**src/srs_pkg.sv**
```systemverilog
// Constants and types shared by the supply regulator supervisor
package srs_pkg;
	localparam int ADDR_W = 5;
	localparam logic [4:0] OFS_CTRL    = 5'h00;
	localparam logic [4:0] OFS_STATUS  = 5'h04;
	localparam logic [4:0] OFS_IRQ_STS = 5'h08;
	localparam logic [4:0] OFS_IRQ_CLR = 5'h0c;
	localparam logic [4:0] OFS_IRQ_EN  = 5'h10;
	// CTRL fields
	localparam int CTRL_SDC_EN   = 0;
	localparam int CTRL_SMART    = 1;
	localparam int CTRL_PVD_EN   = 2;
	localparam int CTRL_PVD_FALL = 3;
	localparam int CTRL_PVD_RISE = 4;
	localparam int CTRL_DVS_LO   = 6;
	localparam int CTRL_MODE_LO  = 8;
	localparam logic [31:0] CTRL_RESET = 32'h0000_0800;
	localparam logic [31:0] CTRL_MASK  = 32'h0000_0fdf;
	// STATUS fields
	localparam int ST_SDC_ON  = 0;
	localparam int ST_FORCED  = 1;
	localparam int ST_PVD_LOW = 2;
	localparam int ST_VDDA_OK = 3;
	localparam int ST_BO_LOW  = 4;
	localparam int ST_MODE_LO = 8;
	// Interrupt bits
	localparam int IRQ_W        = 3;
	localparam int IRQ_PVD_FALL = 0;
	localparam int IRQ_PVD_RISE = 1;
	localparam int IRQ_PVM      = 2;
	// Power mode codes, ordered so a larger code is a higher state
	localparam logic [3:0] MODE_SHUTDOWN = 4'h0;
	localparam logic [3:0] MODE_STANDBY  = 4'h1;
	localparam logic [3:0] MODE_STBY_RET = 4'h2;
	localparam logic [3:0] MODE_STOP1    = 4'h3;
	localparam logic [3:0] MODE_STOP0    = 4'h4;
	localparam logic [3:0] MODE_LP_SLEEP = 4'h5;
	localparam logic [3:0] MODE_LP_RUN   = 4'h6;
	localparam logic [3:0] MODE_SLEEP    = 4'h7;
	localparam logic [3:0] MODE_RUN      = 4'h8;
	localparam logic [2:0] BO_LEVEL_POR  = 3'h0;
	localparam logic [1:0] RESP_OKAY     = 2'h0;
	localparam logic [1:0] RESP_SLVERR   = 2'h2;
	typedef enum logic [8:0] {
		PS_SHUTDOWN = 9'h001,
		PS_STANDBY  = 9'h002,
		PS_STBY_RET = 9'h004,
		PS_STOP1    = 9'h008,
		PS_STOP0    = 9'h010,
		PS_LP_SLEEP = 9'h020,
		PS_LP_RUN   = 9'h040,
		PS_SLEEP    = 9'h080,
		PS_RUN      = 9'h100
	} srs_pstate_t;
	typedef struct packed {
		logic main_regulator;
		logic low_power_regulator;
		logic radio_regulator;
		logic outputs_hiz;
	} srs_reg_cmd_t;
	typedef struct packed {
		logic supply_below_pvd;
		logic analog_supply_ok;
		logic brownout_low;
		logic bypass_level_low;
	} srs_sense_t;
endpackage : srs_pkg

```
**src/srs_supply_ctrl.sv**
```systemverilog
// Supply regulator and supervisor control with an AXI4-Lite register slave
`timescale 1ns/1ps
module srs_supply_ctrl #(
	parameter int ADDR_W = srs_pkg::ADDR_W
) (
	input  wire logic                 aclk,                  // System clock, 40 MHz
	input  wire logic                 aresetn,               // Synchronous reset, active low
	input  wire logic [ADDR_W-1:0]    s_axi_awaddr,          // Write address
	input  wire logic                 s_axi_awvalid,         // Write address valid
	output logic                      s_axi_awready,         // Write address ready
	input  wire logic [31:0]          s_axi_wdata,           // Write data
	input  wire logic [3:0]           s_axi_wstrb,           // Write byte strobes
	input  wire logic                 s_axi_wvalid,          // Write data valid
	output logic                      s_axi_wready,          // Write data ready
	output logic [1:0]                s_axi_bresp,           // Write response
	output logic                      s_axi_bvalid,          // Write response valid
	input  wire logic                 s_axi_bready,          // Write response ready
	input  wire logic [ADDR_W-1:0]    s_axi_araddr,          // Read address
	input  wire logic                 s_axi_arvalid,         // Read address valid
	output logic                      s_axi_arready,         // Read address ready
	output logic [31:0]               s_axi_rdata,           // Read data
	output logic [1:0]                s_axi_rresp,           // Read response
	output logic                      s_axi_rvalid,          // Read data valid
	input  wire logic                 s_axi_rready,          // Read data ready
	input  wire srs_pkg::srs_sense_t  sense,                 // Raw analog comparator levels
	input  wire logic [3:0]           radio_mode_req,        // Radio subsystem mode request
	input  wire logic                 radio_regulator_req,   // Radio wants its regulator
	input  wire logic [2:0]           brownout_level_opt,    // Option: reset threshold
	input  wire logic [1:0]           bypass_level_opt,      // Option: bypass threshold
	output srs_pkg::srs_reg_cmd_t     reg_cmd,               // Regulator commands
	output logic                      step_down_converter_en, // 1 switching, 0 bypass
	output logic [1:0]                core_supply_level,     // Main regulator output range
	output logic                      brownout_supervisor_en, // Brown-out comparator on
	output logic [2:0]                brownout_level_select, // Reset threshold select
	output logic [1:0]                bypass_level_select,   // Bypass threshold select
	output logic                      supply_level_detector_en, // Detector comparator on
	output logic                      sys_reset_hold,        // System reset request
	output logic                      cpu_clk_limit,         // Clock capped at 2 MHz
	output logic                      radio_available,       // Radio may operate
	output srs_pkg::srs_pstate_t      power_state,           // Applied power state
	output logic                      irq                    // Level interrupt
);
	initial begin
		if (ADDR_W < 5 || ADDR_W > 16) begin
			$error("srs_supply_ctrl: ADDR_W out of range");
		end
	end

	function automatic logic [31:0] merge_bytes(input logic [31:0] old_v,
		input logic [31:0] new_v, input logic [3:0] strb);
		logic [31:0] r;
		r = old_v;
		for (int i = 0; i < 4; i++) begin
			if (strb[i]) begin
				r[i*8 +: 8] = new_v[i*8 +: 8];
			end
		end
		return r;
	endfunction : merge_bytes

	function automatic logic addr_is(input logic [ADDR_W-1:0] a, input logic [4:0] ofs);
		return (a[ADDR_W-1:2] == (ADDR_W-2)'(ofs >> 2));
	endfunction : addr_is

	// Comparator synchronisers: two flops, then a third stage for edges
	localparam int NS = 4;
	logic [NS-1:0] sync1;
	logic [NS-1:0] sync2;
	logic [NS-1:0] sync3;
	genvar g;
	generate
		for (g = 0; g < NS; g++) begin : g_sync
			always_ff @(posedge aclk) begin
				if (!aresetn) begin
					sync1[g] <= 1'b0;
					sync2[g] <= 1'b0;
					sync3[g] <= 1'b0;
				end else begin
					sync1[g] <= sense[g];
					sync2[g] <= sync1[g];
					sync3[g] <= sync2[g];
				end
			end
		end
	endgenerate
	srs_pkg::srs_sense_t s_now;
	srs_pkg::srs_sense_t s_old;
	assign s_now = sync2;
	assign s_old = sync3;

	// Reset zeros in the sync stages would look like a crossing
	// Edges count only once both stages hold real samples
	logic [2:0] arm_sr;
	always_ff @(posedge aclk) begin
		if (!aresetn) begin
			arm_sr <= 3'h0;
		end else begin
			arm_sr <= {arm_sr[1:0], 1'b1};
		end
	end
	wire edge_ok = arm_sr[2];

	// Registers
	localparam int IRQ_W_L = srs_pkg::IRQ_W;
	logic [31:0]        ctrl;
	logic [IRQ_W_L-1:0] irq_sts;
	logic [IRQ_W_L-1:0] irq_en;

	// Write channel
	logic              aw_full;
	logic              w_full;
	logic [ADDR_W-1:0] aw_addr;
	logic [31:0]       w_data;
	logic [3:0]        w_strb;
	wire aw_take  = s_axi_awvalid & s_axi_awready;
	wire w_take   = s_axi_wvalid & s_axi_wready;
	wire do_write = aw_full & w_full & ~s_axi_bvalid;
	wire wr_ctrl  = do_write & addr_is(aw_addr, srs_pkg::OFS_CTRL);
	wire wr_clr   = do_write & addr_is(aw_addr, srs_pkg::OFS_IRQ_CLR);
	wire wr_en    = do_write & addr_is(aw_addr, srs_pkg::OFS_IRQ_EN);
	wire wr_ro    = do_write & (addr_is(aw_addr, srs_pkg::OFS_STATUS)
		| addr_is(aw_addr, srs_pkg::OFS_IRQ_STS));
	wire wr_ok    = wr_ctrl | wr_clr | wr_en | wr_ro;

	always_ff @(posedge aclk) begin
		if (!aresetn) begin
			aw_full       <= 1'b0;
			w_full        <= 1'b0;
			aw_addr       <= '0;
			w_data        <= 32'h0000_0000;
			w_strb        <= 4'h0;
			s_axi_awready <= 1'b0;
			s_axi_wready  <= 1'b0;
			s_axi_bvalid  <= 1'b0;
			s_axi_bresp   <= srs_pkg::RESP_OKAY;
		end else begin
			if (aw_take) begin
				aw_addr <= s_axi_awaddr;
			end
			if (w_take) begin
				w_data <= s_axi_wdata;
				w_strb <= s_axi_wstrb;
			end
			aw_full       <= do_write ? 1'b0 : (aw_full | aw_take);
			w_full        <= do_write ? 1'b0 : (w_full | w_take);
			s_axi_awready <= do_write | ~(aw_full | aw_take);
			s_axi_wready  <= do_write | ~(w_full | w_take);
			if (do_write) begin
				s_axi_bvalid <= 1'b1;
				s_axi_bresp  <= wr_ok ? srs_pkg::RESP_OKAY : srs_pkg::RESP_SLVERR;
			end else if (s_axi_bready) begin
				s_axi_bvalid <= 1'b0;
			end
		end
	end

	// Effective power state: the higher of the two requests
	wire [3:0] app_mode   = ctrl[srs_pkg::CTRL_MODE_LO +: 4];
	wire [3:0] want_mode  = (app_mode > radio_mode_req) ? app_mode : radio_mode_req;
	srs_pkg::srs_pstate_t next_state;
	always_comb begin
		case (want_mode)
			srs_pkg::MODE_SHUTDOWN: next_state = srs_pkg::PS_SHUTDOWN;
			srs_pkg::MODE_STANDBY:  next_state = srs_pkg::PS_STANDBY;
			srs_pkg::MODE_STBY_RET: next_state = srs_pkg::PS_STBY_RET;
			srs_pkg::MODE_STOP1:    next_state = srs_pkg::PS_STOP1;
			srs_pkg::MODE_STOP0:    next_state = srs_pkg::PS_STOP0;
			srs_pkg::MODE_LP_SLEEP: next_state = srs_pkg::PS_LP_SLEEP;
			srs_pkg::MODE_LP_RUN:   next_state = srs_pkg::PS_LP_RUN;
			srs_pkg::MODE_SLEEP:    next_state = srs_pkg::PS_SLEEP;
			// Undefined codes fall back to the safe full-power state
			default:                next_state = srs_pkg::PS_RUN;
		endcase
	end

	wire st_main = power_state[8] | power_state[7] | power_state[4];
	wire st_lp   = power_state[6] | power_state[5] | power_state[3] | power_state[2];
	wire st_off  = power_state[0] | power_state[1] | power_state[2];
	wire st_lpr  = power_state[6] | power_state[5];
	wire st_rad  = power_state[8] | power_state[7] | power_state[4] | power_state[3];
	// Bypass forcing is only serviced down to Stop 0
	wire force_ok = st_main | st_lpr;
	wire forced   = ctrl[srs_pkg::CTRL_SMART] & s_now.bypass_level_low & force_ok;

	// Detector events gated until software turns the detector on; PVM changes are not gated
	wire pvd_on   = ctrl[srs_pkg::CTRL_PVD_EN];
	wire pvd_fall = edge_ok & pvd_on & ctrl[srs_pkg::CTRL_PVD_FALL]
		& s_now.supply_below_pvd & ~s_old.supply_below_pvd;
	wire pvd_rise = edge_ok & pvd_on & ctrl[srs_pkg::CTRL_PVD_RISE]
		& ~s_now.supply_below_pvd & s_old.supply_below_pvd;
	wire pvm_chg  = edge_ok & (s_now.analog_supply_ok ^ s_old.analog_supply_ok);
	logic [IRQ_W_L-1:0] events;
	always_comb begin
		events = '0;
		events[srs_pkg::IRQ_PVD_FALL] = pvd_fall;
		events[srs_pkg::IRQ_PVD_RISE] = pvd_rise;
		events[srs_pkg::IRQ_PVM]      = pvm_chg;
	end
	wire [31:0] clr_word = merge_bytes(32'h0000_0000, w_data, w_strb);
	wire [IRQ_W_L-1:0] clr_bits = wr_clr ? clr_word[IRQ_W_L-1:0] : '0;
	// A new event beats a clear in the same cycle
	wire [IRQ_W_L-1:0] next_irq_sts = (irq_sts & ~clr_bits) | events;

	logic bo_loaded;
	always_ff @(posedge aclk) begin
		if (!aresetn) begin
			ctrl <= srs_pkg::CTRL_RESET;
		end else if (wr_ctrl) begin
			ctrl <= merge_bytes(ctrl, w_data, w_strb) & srs_pkg::CTRL_MASK;
		end
	end

	wire [31:0] en_word = merge_bytes(32'(irq_en), w_data, w_strb);
	always_ff @(posedge aclk) begin
		if (!aresetn) begin
			irq_en <= '0;
		end else if (wr_en) begin
			irq_en <= en_word[IRQ_W_L-1:0];
		end
	end

	always_ff @(posedge aclk) begin
		if (!aresetn) begin
			irq_sts <= '0;
		end else begin
			irq_sts <= next_irq_sts;
		end
	end

	always_ff @(posedge aclk) begin
		if (!aresetn) begin
			power_state <= srs_pkg::PS_RUN;
			bo_loaded   <= 1'b0;
		end else begin
			power_state <= next_state;
			bo_loaded   <= 1'b1;
		end
	end

	// Regulator commands
	always_ff @(posedge aclk) begin
		if (!aresetn) begin
			reg_cmd <= '{main_regulator: 1'b1, default: 1'b0};
		end else begin
			reg_cmd.main_regulator      <= st_main;
			reg_cmd.low_power_regulator <= st_lp;
			reg_cmd.radio_regulator     <= radio_regulator_req & st_rad;
			reg_cmd.outputs_hiz         <= st_off;
		end
	end

	// Converter and core level
	always_ff @(posedge aclk) begin
		if (!aresetn) begin
			step_down_converter_en <= 1'b0;
			core_supply_level      <= 2'h0;
		end else begin
			step_down_converter_en <= ctrl[srs_pkg::CTRL_SDC_EN] & ~forced;
			core_supply_level      <= ctrl[srs_pkg::CTRL_DVS_LO +: 2];
		end
	end

	// Supervisor enable and thresholds
	always_ff @(posedge aclk) begin
		if (!aresetn) begin
			brownout_supervisor_en <= 1'b1;
			brownout_level_select  <= srs_pkg::BO_LEVEL_POR;
			bypass_level_select    <= 2'h0;
		end else begin
			brownout_supervisor_en <= ~power_state[0];
			// Option levels take over only after the reset is released
			if (bo_loaded) begin
				brownout_level_select <= brownout_level_opt;
				bypass_level_select   <= bypass_level_opt;
			end
		end
	end

	// Detector power and reset hold
	always_ff @(posedge aclk) begin
		if (!aresetn) begin
			supply_level_detector_en <= 1'b0;
			sys_reset_hold           <= 1'b1;
		end else begin
			supply_level_detector_en <= pvd_on & ~st_off;
			sys_reset_hold           <= s_now.brownout_low;
		end
	end

	// Low-power run limits
	always_ff @(posedge aclk) begin
		if (!aresetn) begin
			cpu_clk_limit   <= 1'b0;
			radio_available <= 1'b1;
		end else begin
			cpu_clk_limit   <= st_lpr;
			radio_available <= ~st_lpr;
		end
	end

	// Interrupt line tracks the status it will show
	always_ff @(posedge aclk) begin
		if (!aresetn) begin
			irq <= 1'b0;
		end else begin
			irq <= |(next_irq_sts & irq_en);
		end
	end

	// Read channel
	logic [31:0] status_word;
	always_comb begin
		status_word = 32'h0000_0000;
		status_word[srs_pkg::ST_SDC_ON]  = step_down_converter_en;
		status_word[srs_pkg::ST_FORCED]  = forced;
		status_word[srs_pkg::ST_PVD_LOW] = s_now.supply_below_pvd;
		status_word[srs_pkg::ST_VDDA_OK] = s_now.analog_supply_ok;
		status_word[srs_pkg::ST_BO_LOW]  = s_now.brownout_low;
		status_word[srs_pkg::ST_MODE_LO +: 9] = power_state;
	end
	wire ar_take = s_axi_arvalid & s_axi_arready;
	wire rd_ctrl = addr_is(s_axi_araddr, srs_pkg::OFS_CTRL);
	wire rd_st   = addr_is(s_axi_araddr, srs_pkg::OFS_STATUS);
	wire rd_is   = addr_is(s_axi_araddr, srs_pkg::OFS_IRQ_STS);
	wire rd_clr  = addr_is(s_axi_araddr, srs_pkg::OFS_IRQ_CLR);
	wire rd_en   = addr_is(s_axi_araddr, srs_pkg::OFS_IRQ_EN);
	wire rd_ok   = rd_ctrl | rd_st | rd_is | rd_clr | rd_en;
	wire [31:0] rd_word = rd_ctrl ? ctrl
		: rd_st ? status_word
		: rd_is ? 32'(irq_sts)
		: rd_en ? 32'(irq_en)
		: 32'h0000_0000;

	always_ff @(posedge aclk) begin
		if (!aresetn) begin
			s_axi_arready <= 1'b0;
			s_axi_rvalid  <= 1'b0;
			s_axi_rdata   <= 32'h0000_0000;
			s_axi_rresp   <= srs_pkg::RESP_OKAY;
		end else begin
			s_axi_arready <= ~(ar_take | (s_axi_rvalid & ~s_axi_rready));
			if (ar_take) begin
				s_axi_rvalid <= 1'b1;
				s_axi_rdata  <= rd_word;
				s_axi_rresp  <= rd_ok ? srs_pkg::RESP_OKAY : srs_pkg::RESP_SLVERR;
			end else if (s_axi_rready) begin
				s_axi_rvalid <= 1'b0;
			end
		end
	end
endmodule : srs_supply_ctrl

```
**config.mk**
```make
export PLATFORM = sky130hd
export DESIGN_NAME = srs_supply_ctrl
export DESIGN_NICKNAME = d
export VERILOG_FILES = /design/src/srs_pkg.sv /design/src/srs_supply_ctrl.sv
export SDC_FILE = /design/constraint.sdc
export NUM_CORES = 1
export LEC_CHECK = 0
export BUFFER_PORTS_ARGS = -buffer_cell sky130_fd_sc_hd__buf_2
export CORE_MARGIN = 3
export CORE_UTILIZATION = 28
export DETAILED_ROUTE_END_ITERATION = 12
export GPL_TIMING_DRIVEN = 0
export PLACE_DENSITY_LB_ADDON = 0.15
export SYNTH_ARGS = -nofsm -noshare
export SYNTH_HDL_FRONTEND = slang
export SYNTH_SLANG_ARGS = --single-unit
```
**constraint.sdc**
```tcl
create_clock -name aclk -period 2 [get_ports aclk]
set_clock_uncertainty 0.15 [all_clocks]
set_input_delay 0.2 -clock aclk [delete_from_list [all_inputs] [get_ports aclk]]
set_output_delay 0.2 -clock aclk [all_outputs]
set_load 0.02 [all_outputs]
```
==> results.md <==
- Type of the tightest min-delay check: input pin to flop
- Pin count of the biggest net entering global routing: 16
- Via total after detailed routing: approximately 3200
- Fraction of layout instances using a drive strength above 1: 24.83%
- Wire length per cell after detailed routing: 13.43 um
- Critical path data arrival time: 2.05 ns
- Max VDD drop: 362.8 uV
- Final antenna diode count: 0
- Synthesis Warnings: 0
- Portion of the post-synthesis area used by sequential elements: just over 50%
- Area growth syn-to-layout: 34.30%
- Summed area of non-filler cells in the final layout: about 5200 um^2
- PwrDens: 796.8 nW/um^2
- Starting Density: 29.08%
- Initial DRC count: 118
- Top flip-flop cell by instance count after synthesis: dfxtp_1
- Die width: 124.0 um
- Mapped Area: 3896 um^2
- Synth Register Bits: 98
- DRC Markers: 0
- Synthesized-area fraction occupied by xor and xnor cells: less than 1%
- Fraction of the mapped netlist area in adder cells: under 10%
- Num CTS Buffers: 9
- Worst path required time: 2.13 ns
- Routed vias/inst: 4.329
- Pre-antenna DRT Iters: 4
- Clock tree from TritonCTS: done
- Standard cell core area: around 13000 um^2
- Clock transition at the registers of the reported paths: 0.07 ns
- Total global routing track utilization: 13.46%
- Post-synthesis share of cell area spent on and, or, nand and nor gates: 22.90%
- Placed cell area: 4621 um^2
- Crit path setup slack, layout: 0.07438 ns
- Number of max-cap violations: 0
- Final weighted congestion in routability-driven placement: 0.7834
- Number of antenna violations at the first check in global routing: 0
- Main combinational cell family by area after synthesis: simple AND/OR/NAND/NOR gates
- Global-route wire length before repair: 15.88 mm
- Share of flip-flops with an asynchronous set or reset: 0%
- Setup violations, final: 0
- Area fraction in compound gates after synthesis: 13.42%
- Pre-CTS WS: -0.05612 ns
- Critical path fanouts, max: 8
- Mean area per synthesized cell: 9.233 um^2
- Worst Max-Slew Pin Slew: 0.6245 ns
- Final count of pins violating max slew: 0
- Number of global-route vias before repair: 3052
- Aggregate routed wire length: 10.05 mm
- Mux contribution to synthesized area: 4.881%
- Clock period minus final worst setup slack: 1.926 ns
- Final clock period utilization by the worst path: 96.28%
- Number of clock sinks: 98
- Relative slew slack: around 58%
- Gate count after technology mapping: 422
- Kind of capture point of the worst setup path: flop
- CTS Buffer Depth: 2
- Net count of the finished layout: ~640
- # IOs: 135
- Setup repair after global routing missed its margin: false
- Crit path kind: flop to flop
- Count of input and output buffers: 88
- H-tree depth reported by CTS: 3
- Die Y: ~120 um
- Crit start category: flop
- Final-layout setup total negative slack: 0 ns
- Antenna Nets Post-Route: 0
- CTS Root Cell: clkbuf_16
- Leakage power: 2.291 nW
- Total grt overflow: 0
- DIE AREA: 15370 um^2
- Status: complete, no violations
- Count of endpoints failing hold in the final timing report: 0
- Number of distinct standard cells referenced by the synthesized netlist: 46
- Core Rows: between 40 and 50
- Highest attainable clock frequency: 0.5193 GHz
- Final HPWL DP: 7.583 mm
- Clock latency on the worst-skew pair: about 0.34 ns
- Number of synthesized flops with an enable pin: 0
[cells in the final DEF (no fill, tap or decap), types with 2 or more instances in the layout]
| master | netlist | routed |
|---|---|---|
| inv_1 | 10 | 10 |
| nor3b_1 | 8 | 8 |
| clkbuf_1 | 13 | 14 |
| o21a_1 | 2 | 2 |
| o211ai_1 | 4 | 4 |
| nor3_1 | 2 | 2 |
| clkbuf_16 | 0 | 9 |
| mux2_4 | 2 | 2 |
| dfxtp_2 | 0 | 2 |
| clkinv_4 | 0 | 2 |
| nor2_1 | 27 | 26 |
| clkbuf_8 | 0 | 3 |
| nor3_2 | 2 | 2 |
| nand2_1 | 77 | 77 |
| nand3_1 | 13 | 13 |
| dfxtp_1 | 98 | 95 |
| ha_1 | 4 | 3 |
| a21boi_0 | 36 | 36 |
| o22ai_1 | 2 | 2 |
| dlygate4sd3_1 | 0 | 29 |
| a221oi_1 | 6 | 6 |
| and2_1 | 16 | 16 |
| a21oi_1 | 8 | 7 |
| nand2b_1 | 3 | 3 |
| nand3b_1 | 4 | 4 |
| conb_1 | 1 | 18 |
| buf_2 | 6 | 94 |
| buf_4 | 18 | 18 |
| mux2i_1 | 16 | 15 |
| and3_1 | 4 | 4 |
| o21ai_0 | 4 | 4 |
| nor2b_1 | 17 | 17 |
[path summary, 6_finish.rpt]
path         depth (start not counted)  slack [ns]      startpoint                      to
max                                  6        0.07        ctrl[11]          power_state[5]
max reg2reg                          6        0.07        ctrl[11]          power_state[5]
min                                  2       0.008         aresetn                s_old[3]
min reg2reg                          1        0.28  power_state[0]  brownout_supervisor_en
[Yosys cell counts (6+ instances only)]
master | n | area share, %
a21boi_0 | 36 | 6.9
a21oi_1 | 8 | 1.0
a221oi_1 | 6 | 1.3
and2_1 | 16 | 2.6
buf_2 | 6 | 0.77
buf_4 | 18 | 3.5
clkbuf_1 | 13 | 1.3
dfxtp_1 | 98 | 50
inv_1 | 10 | 0.96
mux2i_1 | 16 | 4.1
nand2_1 | 77 | 7.4
nand3_1 | 13 | 1.7
nor2_1 | 27 | 2.6
nor2b_1 | 17 | 2.7
nor3b_1 | 8 | 1.5
[critical path: stages (launching register included)]
cell,delay [ns]
dfxtp_2,0.39
ha_1,0.25
nor2b_1,0.13
o32a_1,0.34
buf_6,0.15
mux2_4,0.33
nor2_2,0.12
[per-stage QoR]
stage	util, %	instances	total power [mW]	hold slack, ns
global route	39.05	748	4.368	0.007546
floorplan	-	439	2.353	0.07772
global placement	34.48	703	2.489	0.2154
detailed placement	34.48	703	2.492	0.2172
finish	39.05	748	4.169	0.008187
CTS	38.90	748	4.227	0.005133
[logic make-up (layout without fill, tap and decap cells)]
kind of cell / count (synthesis) / after routing
DFF: 98 / 98
adders and majority gates: 4 / 4
AOI/OAI and AO/OA: 71 / 71
xor gates and xnor gates: 1 / 1
other: 1 / 18
muxes: 18 / 18
and+or+nand+nor: 180 / 180
buffers and inverters: 49 / 182
[routing by layer]
metal  part of all wire [%]  vias up  track usage (%)  wire length [um]
met4                    1.7        0            5.544               167
met1                     49     1466            18.68              4907
met3                    5.9       12            2.498               591
met2                     44       85            20.58              4383
met5                      0        -                0                 0
li1                       -     1675                -                 -
[flip-flops by register name, indices dropped and copies added (netlist names), 2 cells and up]
signal	flops
w_strb	2
power_state	9
irq_sts	3
s_old	2
brownout_level_select	3
bypass_level_select	2
sync1	4
w_data	11
core_supply_level	2
irq_en	3
s_axi_rdata	16
arm_sr	2
reg_cmd	4
s_now	4
ctrl	11
aw_addr	3
[timing repair]
action / in CTS / in global routing
resized for setup: 5 / 3
buffers inserted: 0 / 0
hold buffers: 29 / 0
endpoints found under the hold margin: 29 / 0
endpoints found under the setup margin: 8 / 8
[area by class of cell]
class                           instances  area (um^2)
Fill cell                            1438         8168
Sequential cell                        98         1968
Multi-Input combinational cell        292         1754
Timing Repair Buffer                  117        730.7
Clock buffer                           13        270.3
Buffer                                 39        229.0
Tap cell                              176        220.2
Inverter                               10        37.54
Clock inverter                          3        22.52
[power breakdown]
group          internal, mW  total, mW  switching, mW
Sequential             2.01       2.06         0.0429
Clock                 0.949       1.68          0.733
Combinational         0.197      0.432          0.235
Total                  3.16       4.17           1.01
(Power assumes the default switching activity.)
